$ cat config.mk
export PLATFORM = sky130hd
export DESIGN_NAME = swrsc_master
export DESIGN_NICKNAME = d
export VERILOG_FILES = /design/src/verilog/swrsc_pkg.sv /design/src/verilog/swrsc_crc.sv /design/src/verilog/swrsc_master.sv
export SDC_FILE = /design/constraint.sdc
export NUM_CORES = 1
export LEC_CHECK = 0
export BUFFER_PORTS_ARGS = -buffer_cell sky130_fd_sc_hd__buf_2
export CORE_MARGIN = 2
export CORE_UTILIZATION = 57
export DETAILED_ROUTE_END_ITERATION = 6
export PLACE_DENSITY = 0.91
export SLEW_MARGIN = 5
export SYNTH_ARGS = -nofsm -noshare
export SYNTH_HDL_FRONTEND = slang
export SYNTH_SLANG_ARGS = --single-unit
$ cat constraint.sdc
create_clock -name i_sys_clk -period 5.5 [get_ports i_sys_clk]
set_input_delay 0.55 -clock i_sys_clk [delete_from_list [all_inputs] [get_ports i_sys_clk]]
set_output_delay 0.55 -clock i_sys_clk [all_outputs]
set_load 0.005 [all_outputs]
$ cat src/verilog/swrsc_pkg.sv
// Constants, command codes and CRC step functions for the single-wire
// bus master. Assumes a 100 MHz system clock; all times are given in
// microseconds and converted to clock cycles here.
package swrsc_pkg;
   localparam int unsigned CLK_NS = 10;

   // Least times round up, longest times round down.
   localparam int unsigned RESET_LOW_TIME_US     = 480;
   localparam int unsigned RESET_LOW_MAX_US      = 960;
   localparam int unsigned RESET_HIGH_US         = 480;
   localparam int unsigned PRESENCE_SAMPLE_US    = 70;
   localparam int unsigned SLOT_US               = 70;
   localparam int unsigned WRITE0_LOW_US         = 60;
   localparam int unsigned SHORT_LOW_US          = 6;
   localparam int unsigned READ_SAMPLE_US        = 12;
   localparam int unsigned RECOVERY_US           = 10;
   localparam int unsigned LINE_LOW_MAX_US       = 120;
   localparam int unsigned PROG_DELAY_US         = 5;
   localparam int unsigned PROG_PULSE_US         = 480;

   localparam int unsigned RESET_LOW_CYC  = (RESET_LOW_TIME_US*1000+CLK_NS-1)
                                            / CLK_NS;
   localparam int unsigned RESET_MAX_CYC  = (RESET_LOW_MAX_US*1000) / CLK_NS;
   localparam int unsigned RESET_HIGH_CYC = (RESET_HIGH_US*1000+CLK_NS-1)
                                            / CLK_NS;
   localparam int unsigned PRES_SAMP_CYC  = (PRESENCE_SAMPLE_US*1000) / CLK_NS;
   localparam int unsigned SLOT_CYC       = (SLOT_US*1000+CLK_NS-1) / CLK_NS;
   localparam int unsigned WRITE0_CYC     = (WRITE0_LOW_US*1000+CLK_NS-1)
                                            / CLK_NS;
   localparam int unsigned SHORT_LOW_CYC  = (SHORT_LOW_US*1000+CLK_NS-1)
                                            / CLK_NS;
   localparam int unsigned READ_SAMP_CYC  = (READ_SAMPLE_US*1000) / CLK_NS;
   localparam int unsigned RECOVERY_CYC   = (RECOVERY_US*1000+CLK_NS-1)
                                            / CLK_NS;
   localparam int unsigned LINE_MAX_CYC   = (LINE_LOW_MAX_US*1000) / CLK_NS;
   localparam int unsigned PROG_DLY_CYC   = (PROG_DELAY_US*1000+CLK_NS-1)
                                            / CLK_NS;
   localparam int unsigned PROG_CYC       = (PROG_PULSE_US*1000+CLK_NS-1)
                                            / CLK_NS;

   localparam int unsigned TIMER_W = 17;

   // Identity command bytes, sent with a write-byte command.
   localparam logic [7:0] ID_SELECT = 8'h55;
   localparam logic [7:0] ID_SKIP   = 8'hCC;
   localparam logic [7:0] ID_SEARCH = 8'hF0;

   localparam logic [7:0]  CRC8_POLY    = 8'h8C;
   localparam logic [15:0] CRC16_POLY   = 16'hA001;
   localparam logic [15:0] CRC16_RESIDU = 16'hB001;

   typedef enum logic [2:0] {
      CMD_RESET,
      CMD_WRITE_BYTE,
      CMD_READ_BYTE,
      CMD_TRIPLET,
      CMD_PROGRAM
   } swrsc_cmd_t;

   // Bits travel least significant first, so both generators are reflected.
   function automatic logic [7:0] crc8_step(input logic [7:0] c,
                                            input logic b);
      crc8_step = (c[0] ^ b) ? ((c >> 1) ^ CRC8_POLY) : (c >> 1);
   endfunction

   function automatic logic [15:0] crc16_step(input logic [15:0] c,
                                              input logic b);
      crc16_step = (c[0] ^ b) ? ((c >> 1) ^ CRC16_POLY) : (c >> 1);
   endfunction
endpackage
$ cat src/verilog/swrsc_crc.sv
// Bitwise CRC-8 and CRC-16 generators fed with every byte slot bit and the written bit of each search triplet.
// Assumes the caller presents at most one bit per clock.
`timescale 1ns/10ps
module swrsc_crc (
   input  wire logic        i_sys_clk,
   input  wire logic        i_arst_n,
   input  wire logic        i_clear,
   input  wire logic        i_load,
   input  wire logic [15:0] i_load_val,
   input  wire logic        i_bit_valid,
   input  wire logic        i_bit,
   output logic      [7:0]  o_crc8,
   output logic      [15:0] o_crc16,
   output logic             o_crc8_zero,
   output logic             o_crc16_good
);
   logic [7:0]  crc8_reg;
   logic [7:0]  crc8_next;
   logic [15:0] crc16_reg;
   logic [15:0] crc16_next;

   always_comb begin
      crc8_next  = crc8_reg;
      crc16_next = crc16_reg;
      if (i_clear) begin
         crc8_next  = '0;
         crc16_next = '0;
      end else if (i_load) begin
         // The address is preloaded, not shifted, for auto-advanced bytes.
         crc16_next = i_load_val;
      end else if (i_bit_valid) begin
         crc8_next  = swrsc_pkg::crc8_step(crc8_reg, i_bit);
         crc16_next = swrsc_pkg::crc16_step(crc16_reg, i_bit);
      end
   end

   always_ff @(posedge i_sys_clk or negedge i_arst_n) begin
      if (!i_arst_n) begin
         crc8_reg  <= '0;
         crc16_reg <= '0;
      end else begin
         crc8_reg  <= crc8_next;
         crc16_reg <= crc16_next;
      end
   end

   assign o_crc8  = crc8_reg;
   assign o_crc16 = crc16_reg;
   // A received true CRC-8 leaves zero; an inverted CRC-16 leaves a residue.
   assign o_crc8_zero  = (crc8_reg == '0);
   assign o_crc16_good = (crc16_reg == swrsc_pkg::CRC16_RESIDU);
endmodule // swrsc_crc

$ cat src/verilog/swrsc_master.sv
// Bus master for a single-wire EPROM token: reset, bit slots, search
// triplets and the programming pulse, with host-side CRC checking.
// Assumes an external pull-up and a 12 V switch driven by o_vpp_en.
//
// Summary of operation
// - Search: read bit, complement, write choice.
// - Reset pulse holds line low 480 us.
// - Every slot starts with master falling edge.
// - Program pulse 480 us after good CRC.
// - Reset low stays below 960 us.
// - Check byte CRC before program pulse.
// - Five signal forms, master starts all but the presence pulse.
// - Line left high when idle.
`timescale 1ns/10ps
module swrsc_master #(
   parameter int unsigned P_RST_LOW   = swrsc_pkg::RESET_LOW_CYC,
   parameter int unsigned P_RST_HIGH  = swrsc_pkg::RESET_HIGH_CYC,
   parameter int unsigned P_PRES_SAMP = swrsc_pkg::PRES_SAMP_CYC,
   parameter int unsigned P_SLOT      = swrsc_pkg::SLOT_CYC,
   parameter int unsigned P_W0_LOW    = swrsc_pkg::WRITE0_CYC,
   parameter int unsigned P_PROG      = swrsc_pkg::PROG_CYC
) (
   input  wire logic                 i_sys_clk,
   input  wire logic                 i_arst_n,
   input  wire logic                 i_cmd_valid,
   input  wire swrsc_pkg::swrsc_cmd_t i_cmd,
   input  wire logic [7:0]           i_cmd_data,
   input  wire logic                 i_crc_clear,
   input  wire logic                 i_crc_load,
   input  wire logic [15:0]          i_crc_load_val,
   input  wire logic                 i_line_in,
   output logic                      o_cmd_ready,
   output logic                      o_done,
   output logic                      o_err,
   output logic [7:0]                o_rd_data,
   output logic                      o_presence,
   output logic [1:0]                o_trip_bits,
   output logic                      o_line_out,
   output logic                      o_line_oe,
   output logic                      o_vpp_en,
   output logic [7:0]                o_crc8,
   output logic [15:0]               o_crc16,
   output logic                      o_crc8_zero,
   output logic                      o_crc16_good
);
   localparam int unsigned TW = swrsc_pkg::TIMER_W;
   localparam logic [TW-1:0] T_RST_LOW  = TW'(P_RST_LOW - 1);
   localparam logic [TW-1:0] T_RST_HIGH = TW'(P_RST_HIGH - 1);
   localparam logic [TW-1:0] T_PRES     = TW'(P_PRES_SAMP);
   localparam logic [TW-1:0] T_W0_LOW   = TW'(P_W0_LOW);
   localparam logic [TW-1:0] T_SH_LOW   = TW'(swrsc_pkg::SHORT_LOW_CYC);
   localparam logic [TW-1:0] T_SAMPLE   = TW'(swrsc_pkg::READ_SAMP_CYC);
   localparam logic [TW-1:0] T_SLOT_END =
      TW'(P_SLOT + swrsc_pkg::RECOVERY_CYC - 1);
   localparam logic [TW-1:0] T_PROG_DLY = TW'(swrsc_pkg::PROG_DLY_CYC - 1);
   localparam logic [TW-1:0] T_PROG     = TW'(P_PROG - 1);
   localparam logic [TW-1:0] T_LINE_MAX = TW'(swrsc_pkg::LINE_MAX_CYC);
   localparam logic [TW-1:0] T_RST_MAX  = TW'(swrsc_pkg::RESET_MAX_CYC);
   localparam logic [3:0]    BYTE_BITS  = 4'h8;
   localparam logic [3:0]    TRIP_SLOTS = 4'h3;

   typedef enum logic [2:0] {
      ST_IDLE, ST_RST_LOW, ST_RST_HIGH, ST_SLOT, ST_PROG_DLY, ST_PROG
   } swrsc_state_t;

   swrsc_state_t         state_reg, state_next;
   swrsc_pkg::swrsc_cmd_t cmd_reg, cmd_next;
   logic [TW-1:0] t_reg, t_next;
   logic [7:0]    shift_reg, shift_next;
   logic [3:0]    cnt_reg, cnt_next;
   logic          dir_reg, dir_next;
   logic          samp_reg, samp_next;
   logic          oe_reg, oe_next;
   logic          vpp_reg, vpp_next;
   logic          done_reg, done_next;
   logic          err_reg, err_next;
   logic          pres_reg, pres_next;
   logic [1:0]    trip_reg, trip_next;
   logic [7:0]    rd_reg, rd_next;
   logic          bitv_reg, bitv_next;
   logic          bit_reg, bit_next;
   logic          line_s1_reg, line_s2_reg, line_s3_reg, line_reg;
   logic          slot_bit;

   // Three-stage synchroniser; a change counts once stages two and three agree.
   always_ff @(posedge i_sys_clk or negedge i_arst_n) begin
      if (!i_arst_n) begin
         line_s1_reg <= 1'b1;
         line_s2_reg <= 1'b1;
         line_s3_reg <= 1'b1;
         line_reg    <= 1'b1;
      end else begin
         line_s1_reg <= i_line_in;
         line_s2_reg <= line_s1_reg;
         line_s3_reg <= line_s2_reg;
         if (line_s2_reg == line_s3_reg) begin
            line_reg <= line_s3_reg;
         end
      end
   end

   // Bit put on the line in this slot; a read slot writes a one.
   always_comb begin
      if (cmd_reg == swrsc_pkg::CMD_TRIPLET) begin
         slot_bit = (cnt_reg == 4'h2) ? dir_reg : 1'b1;
      end else if (cmd_reg == swrsc_pkg::CMD_WRITE_BYTE) begin
         slot_bit = shift_reg[0];
      end else begin
         slot_bit = 1'b1;
      end
   end

   always_comb begin
      state_next = state_reg;
      cmd_next   = cmd_reg;
      t_next     = t_reg + 1'b1;
      shift_next = shift_reg;
      cnt_next   = cnt_reg;
      dir_next   = dir_reg;
      samp_next  = samp_reg;
      oe_next    = oe_reg;
      vpp_next   = vpp_reg;
      done_next  = 1'b0;
      err_next   = err_reg;
      pres_next  = pres_reg;
      trip_next  = trip_reg;
      rd_next    = rd_reg;
      bitv_next  = 1'b0;
      bit_next   = bit_reg;
      unique case (state_reg)
         ST_IDLE: begin
            t_next  = '0;
            oe_next = 1'b0;
            if (i_cmd_valid) begin
               cmd_next = i_cmd;
               err_next = 1'b0;
               cnt_next = '0;
               unique case (i_cmd)
                  swrsc_pkg::CMD_RESET: begin
                     state_next = ST_RST_LOW;
                     oe_next    = 1'b1;
                  end
                  swrsc_pkg::CMD_PROGRAM: begin
                     if (o_crc16_good) begin
                        state_next = ST_PROG_DLY;
                     end else begin
                        err_next  = 1'b1;
                        done_next = 1'b1;
                     end
                  end
                  default: begin
                     state_next = ST_SLOT;
                     oe_next    = 1'b1;
                     shift_next = (i_cmd == swrsc_pkg::CMD_WRITE_BYTE) ?
                                  i_cmd_data : 8'hFF;
                     dir_next   = i_cmd_data[0];
                  end
               endcase
            end
         end
         ST_RST_LOW: begin
            if (t_reg == T_RST_LOW) begin
               state_next = ST_RST_HIGH;
               oe_next    = 1'b0;
               t_next     = '0;
            end
         end
         ST_RST_HIGH: begin
            if (t_reg == T_PRES) begin
               pres_next = ~line_reg;
            end
            if (t_reg == T_RST_HIGH) begin
               state_next = ST_IDLE;
               done_next  = 1'b1;
            end
         end
         ST_SLOT: begin
            oe_next = t_next < (slot_bit ? T_SH_LOW : T_W0_LOW);
            if (t_reg == T_SAMPLE) begin
               samp_next = line_reg;
            end
            if (t_reg == T_SLOT_END) begin
               t_next   = '0;
               cnt_next = cnt_reg + 1'b1;
               if (cmd_reg == swrsc_pkg::CMD_TRIPLET) begin
                  if (cnt_reg == 4'h0) begin
                     trip_next[0] = samp_reg;
                  end else if (cnt_reg == 4'h1) begin
                     trip_next[1] = samp_reg;
                     if (trip_reg[0] != samp_reg) begin
                        dir_next = trip_reg[0];
                     end else if (samp_reg) begin
                        err_next = 1'b1;
                        dir_next = 1'b1;
                     end
                  end else begin
                     bitv_next = 1'b1;
                     bit_next  = dir_reg;
                  end
               end else begin
                  bitv_next  = 1'b1;
                  bit_next   = samp_reg;
                  shift_next = {samp_reg, shift_reg[7:1]};
               end
               if (cnt_next == ((cmd_reg == swrsc_pkg::CMD_TRIPLET) ?
                                TRIP_SLOTS : BYTE_BITS)) begin
                  state_next = ST_IDLE;
                  oe_next    = 1'b0;
                  done_next  = 1'b1;
                  rd_next    = {samp_reg, shift_reg[7:1]};
               end else begin
                  oe_next = 1'b1;
               end
            end
         end
         ST_PROG_DLY: begin
            if (t_reg == T_PROG_DLY) begin
               state_next = ST_PROG;
               vpp_next   = 1'b1;
               t_next     = '0;
            end
         end
         ST_PROG: begin
            if (t_reg == T_PROG) begin
               state_next = ST_IDLE;
               vpp_next   = 1'b0;
               done_next  = 1'b1;
            end
         end
      endcase
   end

   always_ff @(posedge i_sys_clk or negedge i_arst_n) begin
      if (!i_arst_n) begin
         state_reg <= ST_IDLE;
         cmd_reg   <= swrsc_pkg::CMD_RESET;
         t_reg     <= '0;
         shift_reg <= '0;
         cnt_reg   <= '0;
         dir_reg   <= 1'b0;
         samp_reg  <= 1'b1;
         oe_reg    <= 1'b0;
         vpp_reg   <= 1'b0;
         done_reg  <= 1'b0;
         err_reg   <= 1'b0;
         pres_reg  <= 1'b0;
         trip_reg  <= '0;
         rd_reg    <= '0;
         bitv_reg  <= 1'b0;
         bit_reg   <= 1'b0;
      end else begin
         state_reg <= state_next;
         cmd_reg   <= cmd_next;
         t_reg     <= t_next;
         shift_reg <= shift_next;
         cnt_reg   <= cnt_next;
         dir_reg   <= dir_next;
         samp_reg  <= samp_next;
         oe_reg    <= oe_next;
         vpp_reg   <= vpp_next;
         done_reg  <= done_next;
         err_reg   <= err_next;
         pres_reg  <= pres_next;
         trip_reg  <= trip_next;
         rd_reg    <= rd_next;
         bitv_reg  <= bitv_next;
         bit_reg   <= bit_next;
      end
   end

   swrsc_crc u_crc (
      .i_sys_clk    (i_sys_clk),
      .i_arst_n     (i_arst_n),
      .i_clear      (i_crc_clear),
      .i_load       (i_crc_load),
      .i_load_val   (i_crc_load_val),
      .i_bit_valid  (bitv_reg),
      .i_bit        (bit_reg),
      .o_crc8       (o_crc8),
      .o_crc16      (o_crc16),
      .o_crc8_zero  (o_crc8_zero),
      .o_crc16_good (o_crc16_good)
   );

   assign o_cmd_ready = (state_reg == ST_IDLE);
   assign o_done      = done_reg;
   assign o_err       = err_reg;
   assign o_rd_data   = rd_reg;
   assign o_presence  = pres_reg;
   assign o_trip_bits = trip_reg;
   assign o_line_out  = 1'b0;
   assign o_line_oe   = oe_reg;
   assign o_vpp_en    = vpp_reg;

   // Run lengths of the pull-down and of the 12 V pulse, for checking only.
   logic [TW-1:0] low_run_reg;
   logic [TW-1:0] vpp_run_reg;
   always_ff @(posedge i_sys_clk or negedge i_arst_n) begin
      if (!i_arst_n) begin
         low_run_reg <= '0;
         vpp_run_reg <= '0;
      end else begin
         low_run_reg <= oe_reg ? low_run_reg + 1'b1 : '0;
         vpp_run_reg <= vpp_reg ? vpp_run_reg + 1'b1 : '0;
      end
   end

   a_reset_low_min: assert property (@(posedge i_sys_clk) disable iff (!i_arst_n)
      $fell(oe_reg) && state_reg == ST_RST_HIGH |-> low_run_reg == T_RST_LOW + 1'b1)
      else $error("reset pulse length wrong");
   a_reset_low_max: assert property (@(posedge i_sys_clk) disable iff (!i_arst_n)
      oe_reg |-> low_run_reg < T_RST_MAX)
      else $error("line held low too long");
   a_slot_low_max: assert property (@(posedge i_sys_clk) disable iff (!i_arst_n)
      oe_reg && state_reg == ST_SLOT |-> low_run_reg < T_LINE_MAX)
      else $error("slot low exceeds reset threshold");
   a_idle_released: assert property (@(posedge i_sys_clk) disable iff (!i_arst_n)
      state_reg == ST_IDLE && $past(state_reg) == ST_IDLE |-> !oe_reg)
      else $error("line not released while idle");
   a_slot_start_low: assert property (@(posedge i_sys_clk) disable iff (!i_arst_n)
      state_reg == ST_SLOT && t_reg == '0 |-> oe_reg)
      else $error("slot began without falling edge");
   a_slot_low_form: assert property (@(posedge i_sys_clk) disable iff (!i_arst_n)
      $fell(oe_reg) && state_reg == ST_SLOT |->
      low_run_reg == T_SH_LOW || low_run_reg == T_W0_LOW)
      else $error("slot low time not a legal form");
   a_vpp_width: assert property (@(posedge i_sys_clk) disable iff (!i_arst_n)
      $fell(vpp_reg) |-> vpp_run_reg == T_PROG + 1'b1 && state_reg == ST_IDLE)
      else $error("program pulse width wrong");
   a_vpp_no_pull: assert property (@(posedge i_sys_clk) disable iff (!i_arst_n)
      vpp_reg |-> !oe_reg && state_reg == ST_PROG)
      else $error("pull-down during program pulse");
   a_prog_crc_ok: assert property (@(posedge i_sys_clk) disable iff (!i_arst_n)
      state_reg == ST_PROG_DLY && $past(state_reg) == ST_IDLE |-> $past(o_crc16_good))
      else $error("program pulse without good CRC");
   a_trip_direction: assert property (@(posedge i_sys_clk) disable iff (!i_arst_n)
      done_reg && cmd_reg == swrsc_pkg::CMD_TRIPLET && trip_reg[0] != trip_reg[1]
      |-> dir_reg == trip_reg[0])
      else $error("search wrote wrong direction");
   a_done_pulse: assert property (@(posedge i_sys_clk) disable iff (!i_arst_n)
      done_reg |-> state_reg == ST_IDLE ##1 !done_reg)
      else $error("done longer than one cycle");
endmodule // swrsc_master

==> results of run 1 <==
## cell families after synthesis
kind of cell,synth area share [%]
muxes,7.59
buffers and inverters,4.14
and+or+nand+nor,22.7
DFF,44.8
adders and majority gates,3.48
xor gates and xnor gates,4.38
AOI/OAI and AO/OA,12.8
other,0.0816
## final cells by class
class	count	area, um^2
clock buffers	9	124
inverters	17	63.8
flip-flops and latches	82	2060
repair buffers	74	373
clock inverters	7	58.8
well taps	102	128
multi-input cells	372	2350
fillers	596	2610
## per-stage QoR
step	hold WS, ns	setup WS (ns)	cells
global placement	0.345	2.74	647
finish	0.281	2.63	663
floorplan	0.254	3.21	498
detailed placement	0.348	2.65	647
global route	0.278	2.35	663
CTS	0.274	2.64	663
## worst reg2reg max path, stage by stage, from the launching register on
cell	delay (ns)
dfrtp_1	0.56
nand3b_1	0.51
or3_1	0.51
or4_1	0.58
a21boi_4	0.48
nor2_1	0.11
## per-layer routing
layer	vias to the layer above	share of wire, %	wire length, um
met5	-	0	0
li1	1877	-	-
met3	28	5.8	616
met4	0	2.9	301
met2	173	49	5120
met1	1903	43	4500
## worst max path at each step
stage                     cells past startpoint  slack, ns                     to                     start
after floorplan                              12       3.21  o_line_oe$_DFFE_PN0P_        t_reg[0]$_DFF_PN0_
after global placement                        5       2.74     t_reg[2]$_DFF_PN0_  state_reg[0]$_DFFE_PN0P_
after detailed placement                      5       2.65    t_reg[16]$_DFF_PN0_  state_reg[0]$_DFFE_PN0P_
after CTS                                     5       2.64    t_reg[15]$_DFF_PN0_  state_reg[0]$_DFFE_PN0P_
after global routing                          5       2.35    t_reg[16]$_DFF_PN0_  state_reg[0]$_DFFE_PN0P_
final                                         5       2.63    t_reg[15]$_DFF_PN0_  state_reg[0]$_DFFE_PN0P_
## report_power, final
| part | total, W | switching, W | internal [W] | leakage [nW] |
|---|---|---|---|---|
| Sequential | 0.000620 | 0.00000799 | 0.000612 | 1.07 |
| Combinational | 0.0000590 | 0.0000359 | 0.0000230 | 1.26 |
| Clock | 0.000408 | 0.000236 | 0.000172 | 0.0925 |
| Total | 0.00109 | 0.000280 | 0.000807 | 2.42 |
## cells in the mapped netlist (2+ instances only)
library cell and n:
buf_2 5, and3b_1 3, o211ai_1 3, and3_1 3
nand2b_1 4, and2_1 2, a41oi_1 2, xor2_1 11
nand4b_1 3, clkbuf_1 17, dfrtp_1 77, a21boi_0 3
a21oi_1 32, and4_1 3, nor3_1 11, mux2_2 15
o21ai_0 28, xnor2_1 12, nor4_1 9, o22ai_1 9
nand3_1 16, ha_1 12, o21ai_1 2, nand2_1 49
buf_4 3, nor2b_1 8, inv_1 17, dfstp_2 5
a31oi_1 2, mux2i_1 18, and4b_1 2, nand3b_1 3
o31ai_1 2, or4_1 5, nor4b_1 3, nor2_1 62
nand4_1 10, or3_1 2, nor3b_1 3
## placed cells by master (no fill, tap or decap), drive strengths merged, types with 4 or more instances in the layout
| cell | instances |
|---|---|
| nor3 | 12 |
| nor2 | 62 |
| nand4 | 10 |
| a21oi | 32 |
| or4 | 6 |
| o21ai | 30 |
| buf | 74 |
| nor2b | 8 |
| a21boi | 4 |
| nand3 | 16 |
| o22ai | 9 |
| mux2 | 15 |
| mux2i | 18 |
| ha | 12 |
| clkbuf | 9 |
| dfrtp | 77 |
| nor4 | 9 |
| xor2 | 11 |
| inv | 21 |
| nand2 | 49 |
| dfstp | 5 |
| nand2b | 4 |
| xnor2 | 12 |
==> qor.yml, run 1 <==
outcome: "completed"
drc: 0
drive_gt1_share_pct: 20.5
first_pass_iters: 5
grt_pass1_vias: 3679
resize_count_post_cts: 0
post_drt_via_cell_ratio: 6.00
worst_reg2reg_path_depth: 5
timing.clock.skew_ns: 0.0108
placeableCoreArea_um2: 7770
ff2ff_setup_slack_ns: 2.63
max_ffs_per_register: 17
post-cts-setup-buffer-count: 0
synth_async_sr_flop_share_pct: 100
placement.io_buffers: 74
crit_required_ns: 5.72
ys_seq_area_share_pct: 44.8
yosysTopAreaCellShare_pct: 41.9
dpl-instance-area_um2: 4970
grt_pass1_wl_mm: 17.1
cts-buffers-inserted: 9
clkSlewWorstSetupHoldPaths_ns: 0.09
cp_data_arrival_time_ns: 3.09
die_area_um2: 8800
globalplace.congestion: 0.957
tritoncts: "built"
slew_viol_final: 0
largest_area_contributor_in_the_netlist: "dfrtp_1"
grt_overflow: 0
ios: 76
cellPowerDensity_nw_per_um2: 211
areaGrowthSynthToFinish_pct: 12.1
worstMarginPinSlew_ns: 1.00
ctsLongestPathBuffers: 2
critical_path.endpoint_type: "flip-flop"
route.vias.total: 3981
cp_slowest_stage_delay_ns: 0.58
synth_enable_flop_cells: 0
startpoint_class_of_the_critical_path: "flip-flop"
critical_path.n_buffers_inverters: 0
synth_cell_type_count: 61
holdPathEnd: "line_s1_reg$_DFF_PN1_"
min_path_cells: 1
initial_core_util_pct: 59.2
antenna_found_initial: 0
crit-reg2reg-capture: "t_reg[15]$_DFF_PN0_"
chipWidth_um: 93.8
layout_worst_path_cycle_share_pct: 52.2
clkLatencyLatePin_ns: 0.36
fmax_ghz: 0.348
path_cells: "nand3b_1 > or3_1 > or4_1 > a21boi_4 > nor2_1"
post_synth.cell_area_avg_um2: 9.23
crit_type: "reg2reg"
hold_path.class: "in2reg"
die_height_um: 93.8
grt_use_total_pct: 24.6
flops_latches_synth: 82
drt_iter0_markers: 228
number_of_buffers_added_to_fix_hold_violations_after_cts: 0
final-hold-violation-count: 0
final_core_utilization_pct: 66.3
detailedPlacementHpwl_mm: 7.59
leak_pwr_nw: 2.42
period_minus_slack_ns: 2.87
r2r-start: "state_reg[0]$_DFFE_PN0P_"
synth_area_um2: 4600
crit_family: "simple AND/OR/NAND/NOR gates"
tritoncts_num_sinks: 82
layout.nets: 601
globalRouteMet2Util_pct: 40.6
postSynthCellCount: 498
post_drt_wl_per_cell_um: 15.9
antenna_cells: 0
wirelength_mm: 10.5
globalRouteMet3Util_pct: 3.13
finalInstanceArea_um2: 5150
synth_top_cells_by_area: "dfrtp_1, nor2_1, nand2_1"
synth_nets: 543
clock_tree.root_cell: "clkbuf_8"
gr-usage-met1_pct: 32.5
antenna_left: 0
h-tree-depth: 3
synth_flop_cell: "dfrtp_1"
setup_violations: 0
totalNegativeSetupSlack_ns: 0
rsz0062_at_grt: "false"
ys.warnings.count: 0
grt_busiest_layer: "met2"
startpoint_of_the_tightest_hold_check_path: "i_line_in"
design_power_total_w: 0.00109
crit_path_top_delay_cell: "or4_1"
maximum_number_of_pins_on_one_net_before_global_route_repair: 83
ir_worst_vdd_mv: 0.129
fp-row-count: 32
max_slew_margin_pct: 33.0
cap_viol_max_count: 0
worstPathMaxFanout: 17
Power figures use the tool's default switching activity.
==> run 2, diff against run 1 <==
--- a/config.mk
+++ b/config.mk
@@ -5,11 +5,12 @@
 export SDC_FILE = /design/constraint.sdc
 export NUM_CORES = 1
 export LEC_CHECK = 0
+export ABC_AREA = 1
 export BUFFER_PORTS_ARGS = -buffer_cell sky130_fd_sc_hd__buf_2
 export CORE_MARGIN = 2
 export CORE_UTILIZATION = 57
 export DETAILED_ROUTE_END_ITERATION = 6
-export PLACE_DENSITY = 0.91
+export PLACE_DENSITY = 0.9
 export SLEW_MARGIN = 5
 export SYNTH_ARGS = -nofsm -noshare
 export SYNTH_HDL_FRONTEND = slang
==> constraint.sdc (replaced) <==
create_clock -name i_sys_clk -period 2.65 [get_ports i_sys_clk]
set_input_delay 0.265 -clock i_sys_clk [delete_from_list [all_inputs] [get_ports i_sys_clk]]
set_output_delay 0.265 -clock i_sys_clk [all_outputs]
set_load 0.005 [all_outputs]
==> run 2 against run 1 <==
Compared with the run above: global-route usage is 3.2 points higher; total power grew to 3.5 times the previous value; core utilization is 1.6 points higher; register-to-register slack worse by 2.2 ns; flip-flop and latch count stayed put; first-iteration DRC count is 48% higher; final cell count is 17% higher; synthesized cell count is 18% higher; area after synthesis is 1.4% higher; clock skew is 0.0094 ns higher; critical path type unchanged; largest cell class unchanged; largest power group unchanged.
==> qor.yml, run 2 <==
worstMarginPinSlew_ns: 0.628  # -0.376 ns
worstPathMaxFanout: 5  # -12
synth_enable_flop_cells: 0  # unchanged
cp_data_arrival_time_ns: 2.53  # -0.56 ns
tritoncts_num_sinks: 82  # unchanged
share_of_synthesized_cell_area_in_and_or_nand_and_nor_gates_pct: 26.6  # +3.9 points
filler_cells_inserted: 645  # +8.2%
placement.io_buffers: 74  # unchanged
ranking_of_synthesized_cells_by_instance_count: "nand2_1, inv_1, dfrtp_1"
dpl-instance-area_um2: 5110  # +2.8%
crit-reg2reg-capture: "o_line_oe$_DFFE_PN0P_"
period_minus_slack_ns: 2.27  # -0.606 ns
drt_iter0_markers: 337  # +48%
synth_area_um2: 4660  # +1.4%
totalNegativeSetupSlack_ns: 0  # unchanged
max_slew_margin_pct: 58.1  # +25 points
synthesized_area_fraction_occupied_by_adder_cells_pct: 3.44  # -0.048 points
synth_flop_cell: "dfrtp_1"
globalplace.congestion: 0.976  # +2.0%
drive_gt1_share_pct: 22.1  # +1.6 points
layout.nets: 713  # +19%
multi_input_comb_area_um2: 2160  # -7.9%
cellPowerDensity_nw_per_um2: 713  # +240%
max_ffs_per_register: 17  # unchanged
rsz0062_at_grt: "false"
layout_worst_path_cycle_share_pct: 85.5  # +33 points
wirelength_mm: 11.8  # +12%
synth_cell_type_count: 45  # -26%
cap_viol_max_count: 0  # unchanged
grt_use_total_pct: 27.8  # +3.2 points
postSynthCellCount: 590  # +18%
grt_pass1_wl_mm: 19.2  # +12%
finalInstanceArea_um2: 5310  # +3.0%
cts-buffers-inserted: 9  # unchanged
crit_type: "reg2reg"
post_synth.cell_area_avg_um2: 7.90  # -14%
clock_tree.root_cell: "clkbuf_8"
areaGrowthSynthToFinish_pct: 13.9
crit_required_ns: 2.91  # -2.81 ns
leak_pwr_nw: 2.67  # +10%
muxShareOfSynthArea_pct: 0.752  # -6.8 points
resize_count_post_cts: 0  # unchanged
final.hold.worst_slack_ns: 0.130  # -0.151 ns
antenna_left: 0  # unchanged
timing.clock.skew_ns: 0.0202  # +0.00940 ns
h-tree-depth: 3  # unchanged
die_area_um2: 8920  # +1.3%
critPathLaunch: "cnt_reg[0]$_DFFE_PN0P_"
critical_path.endpoint_type: "flip-flop"
placeableCoreArea_um2: 7810  # +0.52%
final-hold-violation-count: 0  # unchanged
antenna_cells: 0  # unchanged
number_of_buffers_added_to_fix_hold_violations_after_cts: 2  # +2
detailedPlacementHpwl_mm: 8.89  # +17%
ys_seq_area_share_pct: 44.2  # -0.61 points
outcome: "completed"
drc: 0  # unchanged
synth_nets: 635  # +17%
largest_area_contributor_in_the_netlist: "dfrtp_1"
slew_viol_final: 0  # unchanged
antenna_found_initial: 0  # unchanged
layout.cells.most_common_list: "nand2_1, inv_1, dfrtp_1, buf_2, nor2_1"
synth_top_cells_by_area: "dfrtp_1, nand2_1, inv_1"
synth_area_in_xor_xnor_pct: 2.26  # -2.1 points
commonest_non_fill_non_tap_cell_in_the_layout: "nand2_1"
grt_pass1_vias: 4228  # +15%
synth_async_sr_flop_share_pct: 100  # unchanged
hold_path.class: "in2reg"
ff2ff_setup_slack_ns: 0.38  # -2.24 ns
ios: 76  # unchanged
clkSlewWorstSetupHoldPaths_ns: 0.10  # about the same
first_pass_iters: 5  # unchanged
synth.most_common_cell: "nand2_1"
chipWidth_um: 94.4  # +0.66%
initial_core_util_pct: 59.7  # +0.51 points
maximum_number_of_pins_on_one_net_before_global_route_repair: 50  # -40%
post_drt_wl_per_cell_um: 15.3  # -3.9%
synth-compound-area-share_pct: 13.2  # +0.42 points
worst_reg2reg_path_depth: 16  # +11
tritoncts: "built"
crit_path_end: "o_line_oe$_DFFE_PN0P_"
post-cts-setup-buffer-count: 0  # unchanged
yosysTopAreaCellShare_pct: 41.3  # -0.57 points
r2r-start: "cnt_reg[0]$_DFFE_PN0P_"
main_combinational_cell_family_by_area_after_synthesis: "simple AND/OR/NAND/NOR gates"
die_height_um: 94.4  # +0.66%
clkLatencyLatePin_ns: 0.37  # about the same
fmax_ghz: 0.441  # +27%
fp-row-count: 32  # unchanged
startpoint_class_of_the_critical_path: "flip-flop"
sequential_cell_area_um2: 2060  # unchanged
post_drt_via_cell_ratio: 5.67  # -5.5%
ir_worst_vdd_mv: 0.363  # +180%
ctsLongestPathBuffers: 2  # unchanged
grt_overflow: 0  # unchanged
flops_latches_synth: 82  # unchanged
route.vias.total: 4396  # +10%
ys.warnings.count: 0  # unchanged
setup_violations: 0  # unchanged
-- run 2: changes by cell type in the layout (fill, tap and decap cells not counted), moves of 16 or more --
cell     before  now
nand3_1      16   33
inv_1        17   85
a21oi_1      32   16
mux2i_1      18    2
o22ai_1       9   27
nor2_2        0   16
nand2_1      49  116
-- run 2: logic make-up after synthesis --
| group | after synthesis |
|---|---|
| simple gates | 268 |
| buf+inv | 107 |
| compound gates | 104 |
| flops | 82 |
| fa+ha+maj | 13 |
| xor+xnor | 12 |
| mux | 3 |
| other cells | 1 |
-- run 2: layer usage --
metal / track usage [%] / up-vias / share of wire, %
met5: 0 / - / 0
met4: 13.5 / 0 / 3.1
met3: 3.75 / 32 / 6.2
met2: 47.0 / 185 / 49
met1: 35.2 / 2094 / 42
li1: - / 2085 / -
-- run 2: final cells by class --
class	count	share of cell area (%)
flip-flops and latches	82	38.8
inverters	93	6.60
clock inverters	6	0.967
well taps	102	2.40
repair buffers	81	8.11
clock buffers	10	2.40
multi-input cells	401	40.7
-- run 2: per-stage QoR --
stage               std cells  power, W  setup WS [ns]  util, %
finish                    775   0.00378          0.384     68.0
global route              775   0.00403          0.155     68.0
CTS                       775   0.00378          0.392     68.0
detailed placement        757   0.00293          0.410     65.4
global placement          757   0.00285          0.482     65.4
floorplan                 590   0.00259          0.628        -
-- run 2: worst min-delay path by stage --
stage,start,end,slack [ns],cells past startpoint
final,i_cmd[2],cmd_reg[2]$_DFFE_PN0P_,0.13,3
after detailed placement,i_arst_n,u_crc.o_crc8[5]$_DFFE_PN0P_,0.32,1
after global placement,i_arst_n,u_crc.o_crc8[5]$_DFFE_PN0P_,0.32,1
after floorplan,i_arst_n,bit_reg$_DFFE_PN0P_,-0.03,0
after CTS,i_cmd[2],cmd_reg[2]$_DFFE_PN0P_,0.13,3
after global routing,i_cmd[2],cmd_reg[2]$_DFFE_PN0P_,0.14,3
-- run 2: critical path, cell delays in order (launching register included) --
cell	delay, ns
dfrtp_1	0.44
inv_1	0.15
ha_1	0.17
inv_1	0.04
nor2_1	0.07
nand2_1	0.07
nand2_1	0.10
nand2_1	0.10
ha_1	0.33
nand2_1	0.05
nand3b_1	0.16
nor2_1	0.11
nand3_1	0.07
nand3_1	0.08
nand2_1	0.06
nand3_1	0.09
a21oi_1	0.06
-- run 2: power by group --
| group | switching, W | internal (W) |
|---|---|---|
| Clock | 0.000500 | 0.000352 |
| Combinational | 0.000868 | 0.000466 |
| Sequential | 0.000161 | 0.00144 |
==> run 3, diff against run 2 <==
==> constraint.sdc (replaced) <==
create_clock -name i_sys_clk -period 2.25 [get_ports i_sys_clk]
set_input_delay 0.225 -clock i_sys_clk [delete_from_list [all_inputs] [get_ports i_sys_clk]]
set_output_delay 0.225 -clock i_sys_clk [all_outputs]
set_load 0.005 [all_outputs]
==> run 3 against run 2 <==
Compared with the run above: sequential power rose by 17%; die area did not move; clock skew fell by 0.010 ns; combinational power rose by 26%; first-iteration DRC count fell by 6.2%; flip-flop and latch count did not move; sequential share of layout area fell by 1.7 points; global-route usage fell by 0.51 points; clock-buffer cell count fell by 1; worst hold slack got worse by 0.023 ns; critical path type unchanged; largest cell class unchanged; largest power group unchanged.
==> qor.yml, run 3 (synthesis gave the netlist of run 2 again) <==
die_area_um2: 8920  # unchanged
min_path_cells: 3  # unchanged
clkLatencyLatePin_ns: 0.36  # about the same
final.hold.worst_slack_ns: 0.107  # -0.0234 ns
period_minus_slack_ns: 2.17  # -0.0995 ns
slew_viol_final: 0  # unchanged
die_height_um: 94.4  # unchanged
critical_path.endpoint_type: "flip-flop"
dpl.cell_count: 762  # +0.66%
cp_data_arrival_time_ns: 2.42  # -0.11 ns
grt_pass1_vias: 4173  # -1.3%
power.share.clock_pct: 24.2  # +1.7 points
clkSlewWorstSetupHoldPaths_ns: 0.10  # about the same
drc: 0  # unchanged
path_cells: "ha_4 > nand2_2 > nor2_4 > nand2_4 > xor2_4 > ha_4 > nand2_1 > nand3b_1 > nor2_1 > nand3_1 > nand3_2 > nand2_1 > nand3_1 > a21oi_1"
critical_path.n_buffers_inverters: 0  # -2
placement.io_buffers: 74  # unchanged
ff2ff_setup_slack_ns: 0.08  # -0.30 ns
final-hold-violation-count: 0  # unchanged
chipWidth_um: 94.4  # unchanged
fp-row-count: 32  # unchanged
antenna_left: 0  # unchanged
layout_worst_path_cycle_share_pct: 96.3  # +11 points
areaGrowthSynthToFinish_pct: 19.2
detailedPlacementHpwl_mm: 8.66  # -2.5%
worstPathMaxFanout: 4  # -1
worstMarginPinSlew_ns: 0.531  # -0.0980 ns
route.vias.total: 4422  # +0.59%
grt_overflow: 0  # unchanged
swShare_pct: 39.3  # -1.2 points
startpoint_of_the_tightest_hold_check_path: "i_cmd[1]"
cp_slowest_stage_delay_ns: 0.43  # about the same
max_slew_margin_pct: 64.5  # +6.4 points
leak_pwr_nw: 2.80  # +4.8%
layout.nets: 727  # +2.0%
holdPathEnd: "cmd_reg[1]$_DFFE_PN0P_"
hold_path.class: "in2reg"
max_ffs_per_register: 17  # unchanged
commonest_non_fill_non_tap_cell_in_the_layout: "nand2_1"
final_core_utilization_pct: 71.2  # +3.2 points
p_int_w: 0.00285  # +27%
combPwrFrac_pct: 35.7  # +0.4 points
post_drt_via_cell_ratio: 5.60  # -1.2%
clock_tree.root_cell: "clkbuf_8"
startpoint_class_of_the_critical_path: "flip-flop"
crit_required_ns: 2.50  # -0.41 ns
first_pass_iters: 5  # unchanged
final_cells: 789  # +1.8%
cellPowerDensity_nw_per_um2: 846  # +19%
antenna_cells: 0  # unchanged
h-tree-depth: 3  # unchanged
grt_pass1_wl_mm: 19.1  # -0.75%
worst_reg2reg_path_depth: 14  # -2
post_drt_wl_per_cell_um: 15.0  # -1.6%
setup_violations: 0  # unchanged
ctsLongestPathBuffers: 2  # unchanged
maximum_number_of_pins_on_one_net_before_global_route_repair: 47  # -6.0%
seqPwrFrac_pct: 40.1  # -2.1 points
drive_gt1_share_pct: 25.5  # +3.3 points
power_switching_w: 0.00185  # +21%
layout.cells.most_common_list: "nand2_1, inv_1, dfrtp_1, buf_2, nor2_1"
placeableCoreArea_um2: 7810  # unchanged
tritoncts: "built"
ir_worst_vdd_mv: 0.472  # +30%
ios: 76  # unchanged
initial_core_util_pct: 59.7  # unchanged
timing.clock.skew_ns: 0.0102  # -0.0100 ns
crit_family: "simple AND/OR/NAND/NOR gates"
crit-reg2reg-capture: "o_line_oe$_DFFE_PN0P_"
cts-buffers-inserted: 9  # unchanged
drt_iter0_markers: 316  # -6.2%
globalplace.congestion: 0.982  # +0.61%
outcome: "completed"
crit_path_top_delay_cell: "dfrtp_1"
r2r-start: "t_reg[0]$_DFF_PN0_"
wirelength_mm: 11.9  # +0.23%
tritoncts_num_sinks: 82  # unchanged
crit_type: "reg2reg"
cap_viol_max_count: 0  # unchanged
antenna_found_initial: 0  # unchanged
fmax_ghz: 0.462  # +4.6%
grt_use_total_pct: 27.2  # -0.51 points
totalNegativeSetupSlack_ns: 0  # unchanged
run 3: layer usage:
| layer | track usage, % | vias to the layer above | wire (um) |
|---|---|---|---|
| met5 | 0 | - | 0 |
| met4 | 12.8 | 0 | 319 |
| met3 | 4.31 | 41 | 976 |
| met2 | 45.1 | 225 | 5780 |
| met1 | 35.2 | 2044 | 4790 |
| li1 | - | 2112 | - |
run 3: area by class of cell:
cell class / count / area, um^2
well taps: 102 / 128
multi-input cells: 401 / 2260
repair buffers: 95 / 548
fillers: 597 / 2250
inverters: 93 / 353
clock inverters: 7 / 85.1
flip-flops and latches: 82 / 2060
clock buffers: 9 / 124
run 3: worst max-delay path by stage:
stage	depth (start not counted)	to	slack, ns	startpoint
floorplan	14	o_line_oe$_DFFE_PN0P_	0.23	t_reg[0]$_DFF_PN0_
detailed placement	14	o_line_oe$_DFFE_PN0P_	-0.003	t_reg[0]$_DFF_PN0_
CTS	14	o_line_oe$_DFFE_PN0P_	0.02	t_reg[0]$_DFF_PN0_
global route	14	o_line_oe$_DFFE_PN0P_	-0.07	t_reg[0]$_DFF_PN0_
finish	14	o_line_oe$_DFFE_PN0P_	0.08	t_reg[0]$_DFF_PN0_
global placement	14	o_line_oe$_DFFE_PN0P_	0.11	t_reg[0]$_DFF_PN0_
run 3: worst register-to-register path, cell delays in order, from the launching register on:
cell and delay (ns):
dfrtp_1 0.43, ha_4 0.17, nand2_2 0.07, nor2_4 0.19, nand2_4 0.11, xor2_4 0.18, ha_4 0.28, nand2_1 0.04
nand3b_1 0.14, nor2_1 0.09, nand3_1 0.10, nand3_2 0.07, nand2_1 0.05, nand3_1 0.08, a21oi_1 0.06
run 3: metrics by stage:
| step | setup slack [ns] | instance area (um^2) | total power, W |
|---|---|---|---|
| after floorplan | 0.228 | 4660 | 0.00305 |
| after global placement | 0.109 | 5160 | 0.00340 |
| after detailed placement | -0.00311 | 5160 | 0.00348 |
| after CTS | 0.0228 | 5390 | 0.00464 |
| after global routing | -0.0675 | 5560 | 0.00503 |
| final | 0.0835 | 5560 | 0.00470 |
run 3: power groups by stage:
stage                     Sequential (W)  Combinational (W)  Clock [W]
after global routing             0.00191            0.00188    0.00123
after floorplan                  0.00186            0.00119          0
after detailed placement         0.00190            0.00158          0
after CTS                        0.00187            0.00160    0.00116
after global placement           0.00189            0.00151          0
final                            0.00188            0.00168    0.00114
run 3: timing repair:
action                                  4_1_cts  5_1_grt
gates cloned                                  0        0
hold buffers                                  2        0
resized for setup                             2       17
pin swaps                                     0        8
endpoints found under the setup margin        1        1
endpoints found under the hold margin        37        0
buffers inserted                              0        9
